==> config.mk <==
export PLATFORM = sky130hd
export DESIGN_NAME = utp_regs
export DESIGN_NICKNAME = d
export VERILOG_FILES = /design/src/utp_pkg.sv /design/src/utp_out_if.sv /design/src/utp_out_sel.sv /design/src/utp_regs.sv
export SDC_FILE = /design/constraint.sdc
export NUM_CORES = 1
export LEC_CHECK = 0
export BUFFER_PORTS_ARGS = -buffer_cell sky130_fd_sc_hd__buf_4
export CAP_MARGIN = 20
export CORE_MARGIN = 2
export CORE_UTILIZATION = 35
export CTS_CLUSTER_SIZE = 20
export DETAILED_ROUTE_END_ITERATION = 7
export GPL_TIMING_DRIVEN = 0
export HOLD_SLACK_MARGIN = 0.02
export RECOVER_POWER = 50
export SKIP_CTS_REPAIR_TIMING = 1
export SLEW_MARGIN = 20
export SYNTH_ARGS = -nofsm -noshare
export SYNTH_HDL_FRONTEND = slang
export SYNTH_SLANG_ARGS = --single-unit
export TNS_END_PERCENT = 30
==> constraint.sdc <==
create_clock -name core_clk -period 2.8 [get_ports core_clk]
set_input_delay 0.14 -clock core_clk [delete_from_list [all_inputs] [get_ports core_clk]]
set_output_delay 0.14 -clock core_clk [all_outputs]
set_load 0.01 [all_outputs]
==> src/utp_pkg.sv <==
// constants and types shared by the user test pattern register bank
package utp_pkg;

   // ************************************************************
   // register map
   // ************************************************************
   localparam logic [1:0] ADDR_CTRL   = 2'h0;
   localparam logic [1:0] ADDR_UPPER  = 2'h1;
   localparam logic [1:0] ADDR_LOWER  = 2'h2;
   localparam logic [7:0] RESET_VALUE = 8'h00;
   localparam logic [7:0] READ_NONE   = 8'h00;

   // ************************************************************
   // field layout
   // ************************************************************
   localparam int UPPER_FIELD_HI = 5;
   localparam int UPPER_FIELD_LO = 0;
   localparam int LOWER_FIELD_HI = 7;
   localparam int LOWER_FIELD_LO = 2;
   localparam int WORD_BITS      = 12;

   // ************************************************************
   // serial frame
   // ************************************************************
   localparam logic [4:0] CMD_BITS   = 5'h08;
   localparam logic [4:0] FRAME_BITS = 5'h10;
   localparam int         RW_POS     = 7;
   localparam int         ADDR_HI    = 1;
   localparam int         ADDR_LO    = 0;

   // ************************************************************
   // operating mode
   // ************************************************************
   localparam logic [1:0] MODE_NORMAL = 2'h0;
   localparam logic [1:0] MODE_USER   = 2'h2;

   typedef enum logic [1:0] {
      UTP_IDLE,
      UTP_CMD,
      UTP_DATA,
      UTP_DONE
   } utp_state_t;

endpackage

==> src/utp_out_if.sv <==
// carrier between register bank and output word selector
interface utp_out_if;
   logic [11:0] userWord;
   logic [1:0]  opMode;
   logic [11:0] convWord;
   logic [11:0] outWord;
   logic        testActive;

   modport bank (
      output userWord,
      output opMode,
      output convWord,
      input  outWord,
      input  testActive
   );

   modport sel (
      input  userWord,
      input  opMode,
      input  convWord,
      output outWord,
      output testActive
   );
endinterface

==> src/utp_out_sel.sv <==
// selects user test word or conversion result for the serializer
module utp_out_sel (
   input  wire logic core_clk,
   input  wire logic rst_b,
   input  wire logic clkEn,
   utp_out_if.sel    port
);

   logic [11:0] next_outWord;
   logic        next_testActive;

   always_comb begin
      next_testActive = (port.opMode == utp_pkg::MODE_USER);
      next_outWord    = next_testActive ? port.userWord : port.convWord;
   end

   always_ff @(posedge core_clk or negedge rst_b) begin
      if (!rst_b) begin
         port.outWord    <= 12'h000;
         port.testActive <= 1'b0;
      end else if (clkEn) begin
         port.outWord    <= next_outWord;
         port.testActive <= next_testActive;
      end
   end

endmodule

==> src/utp_regs.sv <==
// user test pattern registers behind the serial control port
//
// Contract
// - word bits 11:6 from upper reg 5:0
// - word bits 5:0 from lower reg 7:2
// - upper at 1, lower at 2, reset zero
// - user word drives outputs only in test
// - mode field binary 10 selects user word
// - write commits when select deasserts
module utp_regs (
   input  wire logic        core_clk,
   input  wire logic        rst_b,
   input  wire logic        clkEn,
   input  wire logic        serialClk,
   input  wire logic        serial_select_low,
   input  wire logic        serialDataIn,
   input  wire logic [1:0]  opMode,
   input  wire logic [11:0] convWord,
   output logic             serialDataOut,
   output logic             serialDataOutEn,
   output logic [11:0]      outWord,
   output logic             testActive
);

   // ************************************************************
   // state
   // ************************************************************
   utp_pkg::utp_state_t state;
   utp_pkg::utp_state_t next_state;
   logic [7:0]  userPatternUpper;
   logic [7:0]  userPatternLower;
   logic [7:0]  next_userPatternUpper;
   logic [7:0]  next_userPatternLower;
   logic        clkPrev;
   logic        selPrev;
   logic        next_clkPrev;
   logic        next_selPrev;
   logic [4:0]  bitCount;
   logic [4:0]  next_bitCount;
   logic [15:0] shiftIn;
   logic [15:0] next_shiftIn;
   logic        isRead;
   logic        next_isRead;
   logic [7:0]  readShift;
   logic [7:0]  next_readShift;
   logic        next_serialDataOut;
   logic        next_serialDataOutEn;
   logic        clkRise;
   logic        clkFall;
   logic        selRelease;
   logic        selected;

   utp_out_if outBus ();

   // ************************************************************
   // helper functions
   // ************************************************************
   function automatic logic [15:0] shiftBit(input logic [15:0] frame,
                                            input logic        newBit);
      shiftBit = {frame[14:0], newBit};
   endfunction

   // five bits hold sixteen rises without wrapping
   function automatic logic [4:0] countUp(input logic [4:0] count);
      countUp = count + 5'h01;
   endfunction

   function automatic logic [1:0] cmdAddr(input logic [7:0] cmd);
      cmdAddr = cmd[utp_pkg::ADDR_HI:utp_pkg::ADDR_LO];
   endfunction

   function automatic logic [7:0] readReg(input logic [1:0] addr,
                                          input logic [7:0] upper,
                                          input logic [7:0] lower);
      case (addr)
         utp_pkg::ADDR_UPPER: readReg = upper;
         utp_pkg::ADDR_LOWER: readReg = lower;
         default:             readReg = utp_pkg::READ_NONE;
      endcase
   endfunction

   // ************************************************************
   // pin edge detection
   // ************************************************************
   // pins are synchronous to core_clk, so one history flop suffices
   // selPrev resets high so leaving reset is never a release
   assign selected   = !serial_select_low;
   assign clkRise    = selected && serialClk && !clkPrev;
   assign clkFall    = selected && !serialClk && clkPrev;
   assign selRelease = serial_select_low && !selPrev;

   // ************************************************************
   // serial frame
   // ************************************************************
   always_comb begin
      next_state           = state;
      next_bitCount        = bitCount;
      next_shiftIn         = shiftIn;
      next_isRead          = isRead;
      next_readShift       = readShift;
      next_serialDataOut   = serialDataOut;
      next_serialDataOutEn = selected;
      next_clkPrev         = serialClk;
      next_selPrev         = serial_select_low;
      if (!selected) begin
         next_state    = utp_pkg::UTP_IDLE;
         next_bitCount = 5'h00;
         next_isRead   = 1'b0;
      end else begin
         case (state)
            utp_pkg::UTP_IDLE: begin
               next_state = utp_pkg::UTP_CMD;
            end
            utp_pkg::UTP_CMD: begin
               if (clkRise) begin
                  next_shiftIn  = shiftBit(shiftIn, serialDataIn);
                  next_bitCount = countUp(bitCount);
                  if (next_bitCount == utp_pkg::CMD_BITS) begin
                     next_state     = utp_pkg::UTP_DATA;
                     next_isRead    = next_shiftIn[utp_pkg::RW_POS];
                     next_readShift = readReg(cmdAddr(next_shiftIn[7:0]),
                                              userPatternUpper, userPatternLower);
                  end
               end
            end
            utp_pkg::UTP_DATA: begin
               // data leaves on falling edges so the host samples it on rising ones
               if (clkFall) begin
                  next_serialDataOut = readShift[7];
                  next_readShift     = {readShift[6:0], 1'b0};
               end
               if (clkRise) begin
                  next_shiftIn  = shiftBit(shiftIn, serialDataIn);
                  next_bitCount = countUp(bitCount);
                  if (next_bitCount == utp_pkg::FRAME_BITS) begin
                     next_state = utp_pkg::UTP_DONE;
                  end
               end
            end
            utp_pkg::UTP_DONE: begin
               // extra clocks after a full frame are ignored
               next_state = utp_pkg::UTP_DONE;
            end
            default: begin
               next_state = utp_pkg::UTP_IDLE;
            end
         endcase
      end
   end

   always_ff @(posedge core_clk or negedge rst_b) begin
      if (!rst_b) begin
         state           <= utp_pkg::UTP_IDLE;
         bitCount        <= 5'h00;
         shiftIn         <= 16'h0000;
         isRead          <= 1'b0;
         readShift       <= 8'h00;
         serialDataOut   <= 1'b0;
         serialDataOutEn <= 1'b0;
         clkPrev         <= 1'b0;
         selPrev         <= 1'b1;
      end else if (clkEn) begin
         state           <= next_state;
         bitCount        <= next_bitCount;
         shiftIn         <= next_shiftIn;
         isRead          <= next_isRead;
         readShift       <= next_readShift;
         serialDataOut   <= next_serialDataOut;
         serialDataOutEn <= next_serialDataOutEn;
         clkPrev         <= next_clkPrev;
         selPrev         <= next_selPrev;
      end
   end

   // ************************************************************
   // pattern registers
   // ************************************************************
   // reserved bits are stored as written; the host keeps them zero
   always_comb begin
      next_userPatternUpper = userPatternUpper;
      next_userPatternLower = userPatternLower;
      // a short or aborted frame commits nothing
      if (selRelease && state == utp_pkg::UTP_DONE && !isRead) begin
         case (cmdAddr(shiftIn[15:8]))
            utp_pkg::ADDR_UPPER: next_userPatternUpper = shiftIn[7:0];
            utp_pkg::ADDR_LOWER: next_userPatternLower = shiftIn[7:0];
            default: begin
            end
         endcase
      end
   end

   always_ff @(posedge core_clk or negedge rst_b) begin
      if (!rst_b) begin
         userPatternUpper <= utp_pkg::RESET_VALUE;
         userPatternLower <= utp_pkg::RESET_VALUE;
      end else if (clkEn) begin
         userPatternUpper <= next_userPatternUpper;
         userPatternLower <= next_userPatternLower;
      end
   end

   // ************************************************************
   // output word
   // ************************************************************
   // reserved bits never reach the serializer
   assign outBus.userWord = {userPatternUpper[utp_pkg::UPPER_FIELD_HI:utp_pkg::UPPER_FIELD_LO],
                             userPatternLower[utp_pkg::LOWER_FIELD_HI:utp_pkg::LOWER_FIELD_LO]};
   assign outBus.opMode   = opMode;
   assign outBus.convWord = convWord;
   assign outWord         = outBus.outWord;
   assign testActive      = outBus.testActive;

   utp_out_sel outSel (
      .core_clk (core_clk),
      .rst_b    (rst_b),
      .clkEn    (clkEn),
      .port     (outBus.sel)
   );

endmodule

# --- Yosys cells after proc, flatten, opt, wreduce, memory -nomap -nowiden ---
# Cells that the tools add are included.
totals:
  word_cells: 78
  in_bits: 20
  out_inout_bits: 15
  register_bits: 59
classes:
  n_eq_ne: 17
  add_sub_neg: 1
  n_reduce_logical: 27
  n_mux: 19
  bitwise_logic: 1
ops:
  columns: ["operator", "count"]
  rows:
  - ["$pmux W8 S2", 2]
  - ["$mux W8", 3]
  - ["$mux W5", 3]
  - ["$mux W12", 1]
  - ["$ne A3 B3 Y1 const B", 4]
  - ["$reduce_and A4 Y1", 3]
  - ["$eq A2 B2 Y1 const B", 5]
  - ["$mux W2", 5]
  - ["$reduce_bool A2 Y1", 5]
  - ["$reduce_and A3 Y1", 3]
  - ["$pmux W2 S4", 1]
  - ["$logic_and A1 B1 Y1", 7]
  - ["$eq A2 B1 Y1 const B", 3]
  - ["$ne A2 B2 Y1 const B", 3]
  - ["$reduce_and A6 Y1", 1]
  - ["$add A5 B1 Y5 const B", 1]
  - ["$eq A5 B4 Y1 const B", 1]
  - ["$eq A5 B5 Y1 const B", 1]
  - ["$logic_not A1 Y1", 5]
  - ["$reduce_and A5 Y1", 1]
  - ["$mux W1", 4]
  - ["$logic_not A2 Y1", 1]
  - ["$reduce_or A2 Y1", 1]
  - ["$not A1 Y1", 1]

# --- Longest topological paths before layout ---
logic_depth:
  depth_word: 6
  depth_mapped: 7

# --- Cells and area by module ---
# A second synthesis with hierarchy kept.
unflattened:
  cells_unflattened: 268
  area_unflattened_um2: 3090.5
by_module_without_submodules:
  columns: ["mod", "seq_area_each_um2", "instances", "area_each_um2", "cells_each"]
  rows:
  - ["utp_regs", 1152.4, 1, 2304.7, 198]
  - ["utp_out_sel", 325.3, 1, 785.8, 70]

# --- Worst setup path after synthesis ---
# OpenSTA, ideal clock, no wires.
synth_path:
  path_kind: "register to register"
  startpoint: "register bitCount[0]"
  endpoint: "register readShift[0]"
  path_slack_ps: 778
  setup_ps: 125
  arrival_time_ps: 1898
  path_buffers: 0
  synth_period_minus_slack_ps: 2022
  path_stages_with_launch: 7
  path_cell_list: "dfrtp_1 > ha_1 > nand3_2 > mux2i_1 > o21ai_2 > a211oi_4 > mux2_2"
synth_between:
  elab_chain_cells: 4
synth_lines:
  columns: ["item", "line", "rtl"]
  rows:
  - ["start: declaration", "utp_regs.sv:38", "logic [4:0] bitCount;"]
  - ["start signal: assignment", "utp_regs.sv:164", "bitCount <= next_bitCount;"]
  - ["$add A5 B1 Y5", "utp_regs.sv:65", "countUp = count + 5'h01;"]
  - ["$eq A5 B4 Y1", "utp_regs.sv:118", "if (next_bitCount == utp_pkg::CMD_BITS) begin"]
  - ["$ne A2 B2 Y1 (no source line)", null, null]
  - ["$reduce_and A6 Y1 (no source line)", null, null]
  - ["end signal: assignment", "utp_regs.sv:167", "readShift <= next_readShift;"]
  - ["end: declaration", "utp_regs.sv:44", "logic [7:0] readShift;"]
# Every way passes these cells.
# A chain may end at the register's enable or synchronous reset.

# --- Worst setup path in the final report ---
layout_path:
  startpoint: "register bitCount[0]"
  endpoint: "register readShift[2]"
# The elaborated chain is that of the path after synthesis.

==> results.yml <==
yosys:
  synthCells: 244
  synthArstFlopShare_pct: 100
  synthXorXnorAreaFrac_pct: 0.618
  ys.flop_type: "dfrtp_1"
  synth_most_common_cell: "dfrtp_1"
  yosysUniqueCellTypes: 42
  post-synth-top-area-fraction_pct: 51.2
  yosys.area.top_type: "dfrtp_1"
  syn-num-nets: 272
  syn-cell-area_mm2: 0.00284
  synth_common_cells: "58 x dfrtp_1, 35 x mux2_2, 18 x nand2_1"
  synth-simple-area-share_pct: 9.44
  yosysWarnings: 0
  netlist_top_cells_area: "dfrtp_1 51%, mux2_2 14%, mux2i_1 5.3%"
  ys_ff_latch: 59
  syn_area_per_cell_um2: 11.6
  ys_seq_area_share_pct: 52.1
  synth_mux_area_share_pct: 19.2
  synth_compound_area_share_pct: 12.3
  yosys.area_share.adder_pct: 3.53
  synth_edf_count: 0
  synth_top_family_by_area: "multiplexers"
global_route:
  grt_pass1_wl_um: 9870
  grt_use_total_pct: 14.4
  antenna_found_initial: 0
  grt_max_degree: 60
  grt_pass1_vias: 2020
  grt-ovfl-total: 0
route:
  first_pass_iters: 4
  ant_nets: 0
  vias: 1983
  wl_per_cell_um: 14.9
  drt_iter0_markers: 65
  wirelength_um: 5890
  drc_errors: 0
  vias_per_cell: 5.01
status:
  status: "finished, final reports clean"
clocking:
  clkTransAtPathRegs_ns: 0.07
  cts_buffers: 9
  insertion_delay_ns: 0.34
  cts_root_buffer: "clkbuf_8"
  cts_tree: "yes"
  cts.sinks: 59
  cts_max_level: 3
  clockBufferDepth: 2
die:
  dieArea_mm2: 0.00884
  io_pins: 35
  die_w_um: 94.0
  row_count: 32
  initial_core_util_pct: 36.3
  die_h_um: 94.0
  core_area_mm2: 0.00781
final_layout:
  diodes: 0
  drive_above_1_share_pct: 28.2
  fin_util_pct: 43.4
  fin_nets: 317
  fillers: 761
  layout-area-overhead-vs-synth_pct: 19.5
power_and_ir_drop:
  p_sw_share_pct: 28.0
  internal_power_w: 0.00163
  p_seq_share_pct: 44.1
  clockPowerShare_pct: 38.9
  leakage_nw: 1.60
  p_per_area_mw_per_mm2: 667
  comb_power_share_pct: 16.9
  max-vdd-ir-drop_mv: 0.204
  switchingPower_w: 0.000632
setup_path:
  cp.required_ns: 3.02
  r2r_slack_ns: 0.49
  crit_type: "flip-flop to flip-flop"
  crit_path_end_kind: "flip-flop"
  worstPathMaxFanout: 8
  r2r_start: "bitCount[0]$_DFFE_PN0P_"
  reg2reg_depth: 6
  cp-start-kind: "flip-flop"
  worst_r2r_endpoint: "readShift[2]$_DFFE_PN0P_"
  endpoint: "readShift[2]$_DFFE_PN0P_"
  critPathLaunch: "bitCount[0]$_DFFE_PN0P_"
  worstPathArrival_ns: 2.53
worst_hold_path:
  timing.hold.worst.class: "primary input to flip-flop"
run:
  maxCapViolCount: 0
sta:
  fin_worst_skew_ns: 0.00788
  slew_viol_final: 0
  tns_ns: 0
  timing.fmax_mhz: 432
  rsz0062_at_grt: "no"
  setup-violations-final: 0
  worst_slew_pin_slew_ns: 1.47
  max_slew_margin_pct: 1.94
  period_minus_slack_ns: 2.31
  fin_crit_sh_pct: 82.6
  hold_viol: 0
placement:
  gp_congestion: 0.754
  hpwl_um: 4050
  portBuffers: 33
-- worst max-delay path: stages, from the launching register on --
cell	delay (ns)
dfrtp_1	0.44
ha_1	0.31
nand3_2	0.14
mux2i_1	0.25
o21ai_2	0.16
a211oi_4	0.50
mux2_2	0.40
-- sequential cells by signal (all words and copies together) (netlist names), 2 cells and up --
signal,cells
outSel.port.outWord,12
shiftIn,10
readShift,8
userPatternLower,8
userPatternUpper,8
bitCount,5
state,2
-- power by group through the flow --
stage	Clock (W)	Sequential [W]	Combinational, W
after floorplan	0	0.00101	0.000256
after global placement	0	0.00101	0.000399
after detailed placement	0	0.00101	0.000404
after CTS	0.000897	0.000999	0.000405
after global routing	0.000938	0.00101	0.000432
final	0.000880	0.000998	0.000383
-- cell families after synthesis --
family	after synthesis
flip-flops	59
AO/OA/AOI/OAI	51
XOR/XNOR	2
adder cells (fa/ha/maj)	8
buffers and inverters	21
AND/OR/NAND/NOR	53
multiplexers	50
-- cells in the final DEF (no fill, tap or decap), types with 2 or more instances in the layout --
master / n
mux2_2: 35
nand3b_1: 2
nand2b_1: 4
buf_1: 3
bufinv_16: 2
or3b_2: 2
dfrtp_1: 58
clkinv_2: 3
o21ai_0: 15
xnor2_1: 2
inv_1: 8
clkbuf_8: 11
a21oi_1: 12
a22o_1: 2
buf_4: 17
nand3_1: 2
nor2_1: 16
clkbuf_1: 24
ha_1: 8
o311ai_0: 2
nand2_1: 18
a22oi_1: 8
mux2i_1: 15
-- routing by layer --
| metal | track usage (%) | vias up | part of all wire (%) | routed length, um |
|---|---|---|---|---|
| li1 | - | 966 | - | - |
| met4 | 6.52 | 0 | 1.8 | 108 |
| met2 | 22.2 | 33 | 44 | 2610 |
| met3 | 2.49 | 11 | 3.4 | 200 |
| met5 | 0 | - | 0 | 0 |
| met1 | 19.9 | 973 | 50 | 2970 |
-- cell type report --
cell class / count / area (um2) / area share [%]
Buffer: 13 / 50.0 / 1.48
Clock buffer: 11 / 151 / 4.47
Clock inverter: 5 / 75.1 / 2.22
Inverter: 8 / 30.0 / 0.886
Multi-Input combinational cell: 164 / 1280 / 37.7
Sequential cell: 59 / 1480 / 43.6
Tap cell: 102 / 128 / 3.77
Timing Repair Buffer: 34 / 199 / 5.87
-- worst min path at each step --
| stage | cells after the start | slack, ns | to | startpoint |
|---|---|---|---|---|
| final | 2 | 0.04 | state[0]$_DFFE_PN0P_ | serial_select_low |
| after global routing | 2 | 0.04 | state[0]$_DFFE_PN0P_ | serial_select_low |
| after CTS | 1 | -0.1 | userPatternLower[2]$_DFFE_PN0P_ | rst_b |
| after detailed placement | 1 | 0.27 | userPatternLower[2]$_DFFE_PN0P_ | rst_b |
| after global placement | 1 | 0.27 | outSel.port.outWord[6]$_DFFE_PN0P_ | rst_b |
| after floorplan | 0 | -0.16 | bitCount[0]$_DFFE_PN0P_ | rst_b |
-- per-stage QoR --
| stage | instances | setup WS (ns) | area, um2 | hold slack [ns] | power (W) |
|---|---|---|---|---|---|
| after floorplan | 244 | 0.778 | 2840 | -0.156 | 0.00126 |
| after global placement | 379 | 0.546 | 3210 | 0.271 | 0.00141 |
| after detailed placement | 379 | 0.489 | 3210 | 0.266 | 0.00142 |
| after CTS | 395 | 0.470 | 3440 | -0.0968 | 0.00230 |
| after global routing | 396 | 0.323 | 3390 | 0.0388 | 0.00238 |
| final | 396 | 0.487 | 3390 | 0.0373 | 0.00226 |
Power figures use the tool's default switching activity.
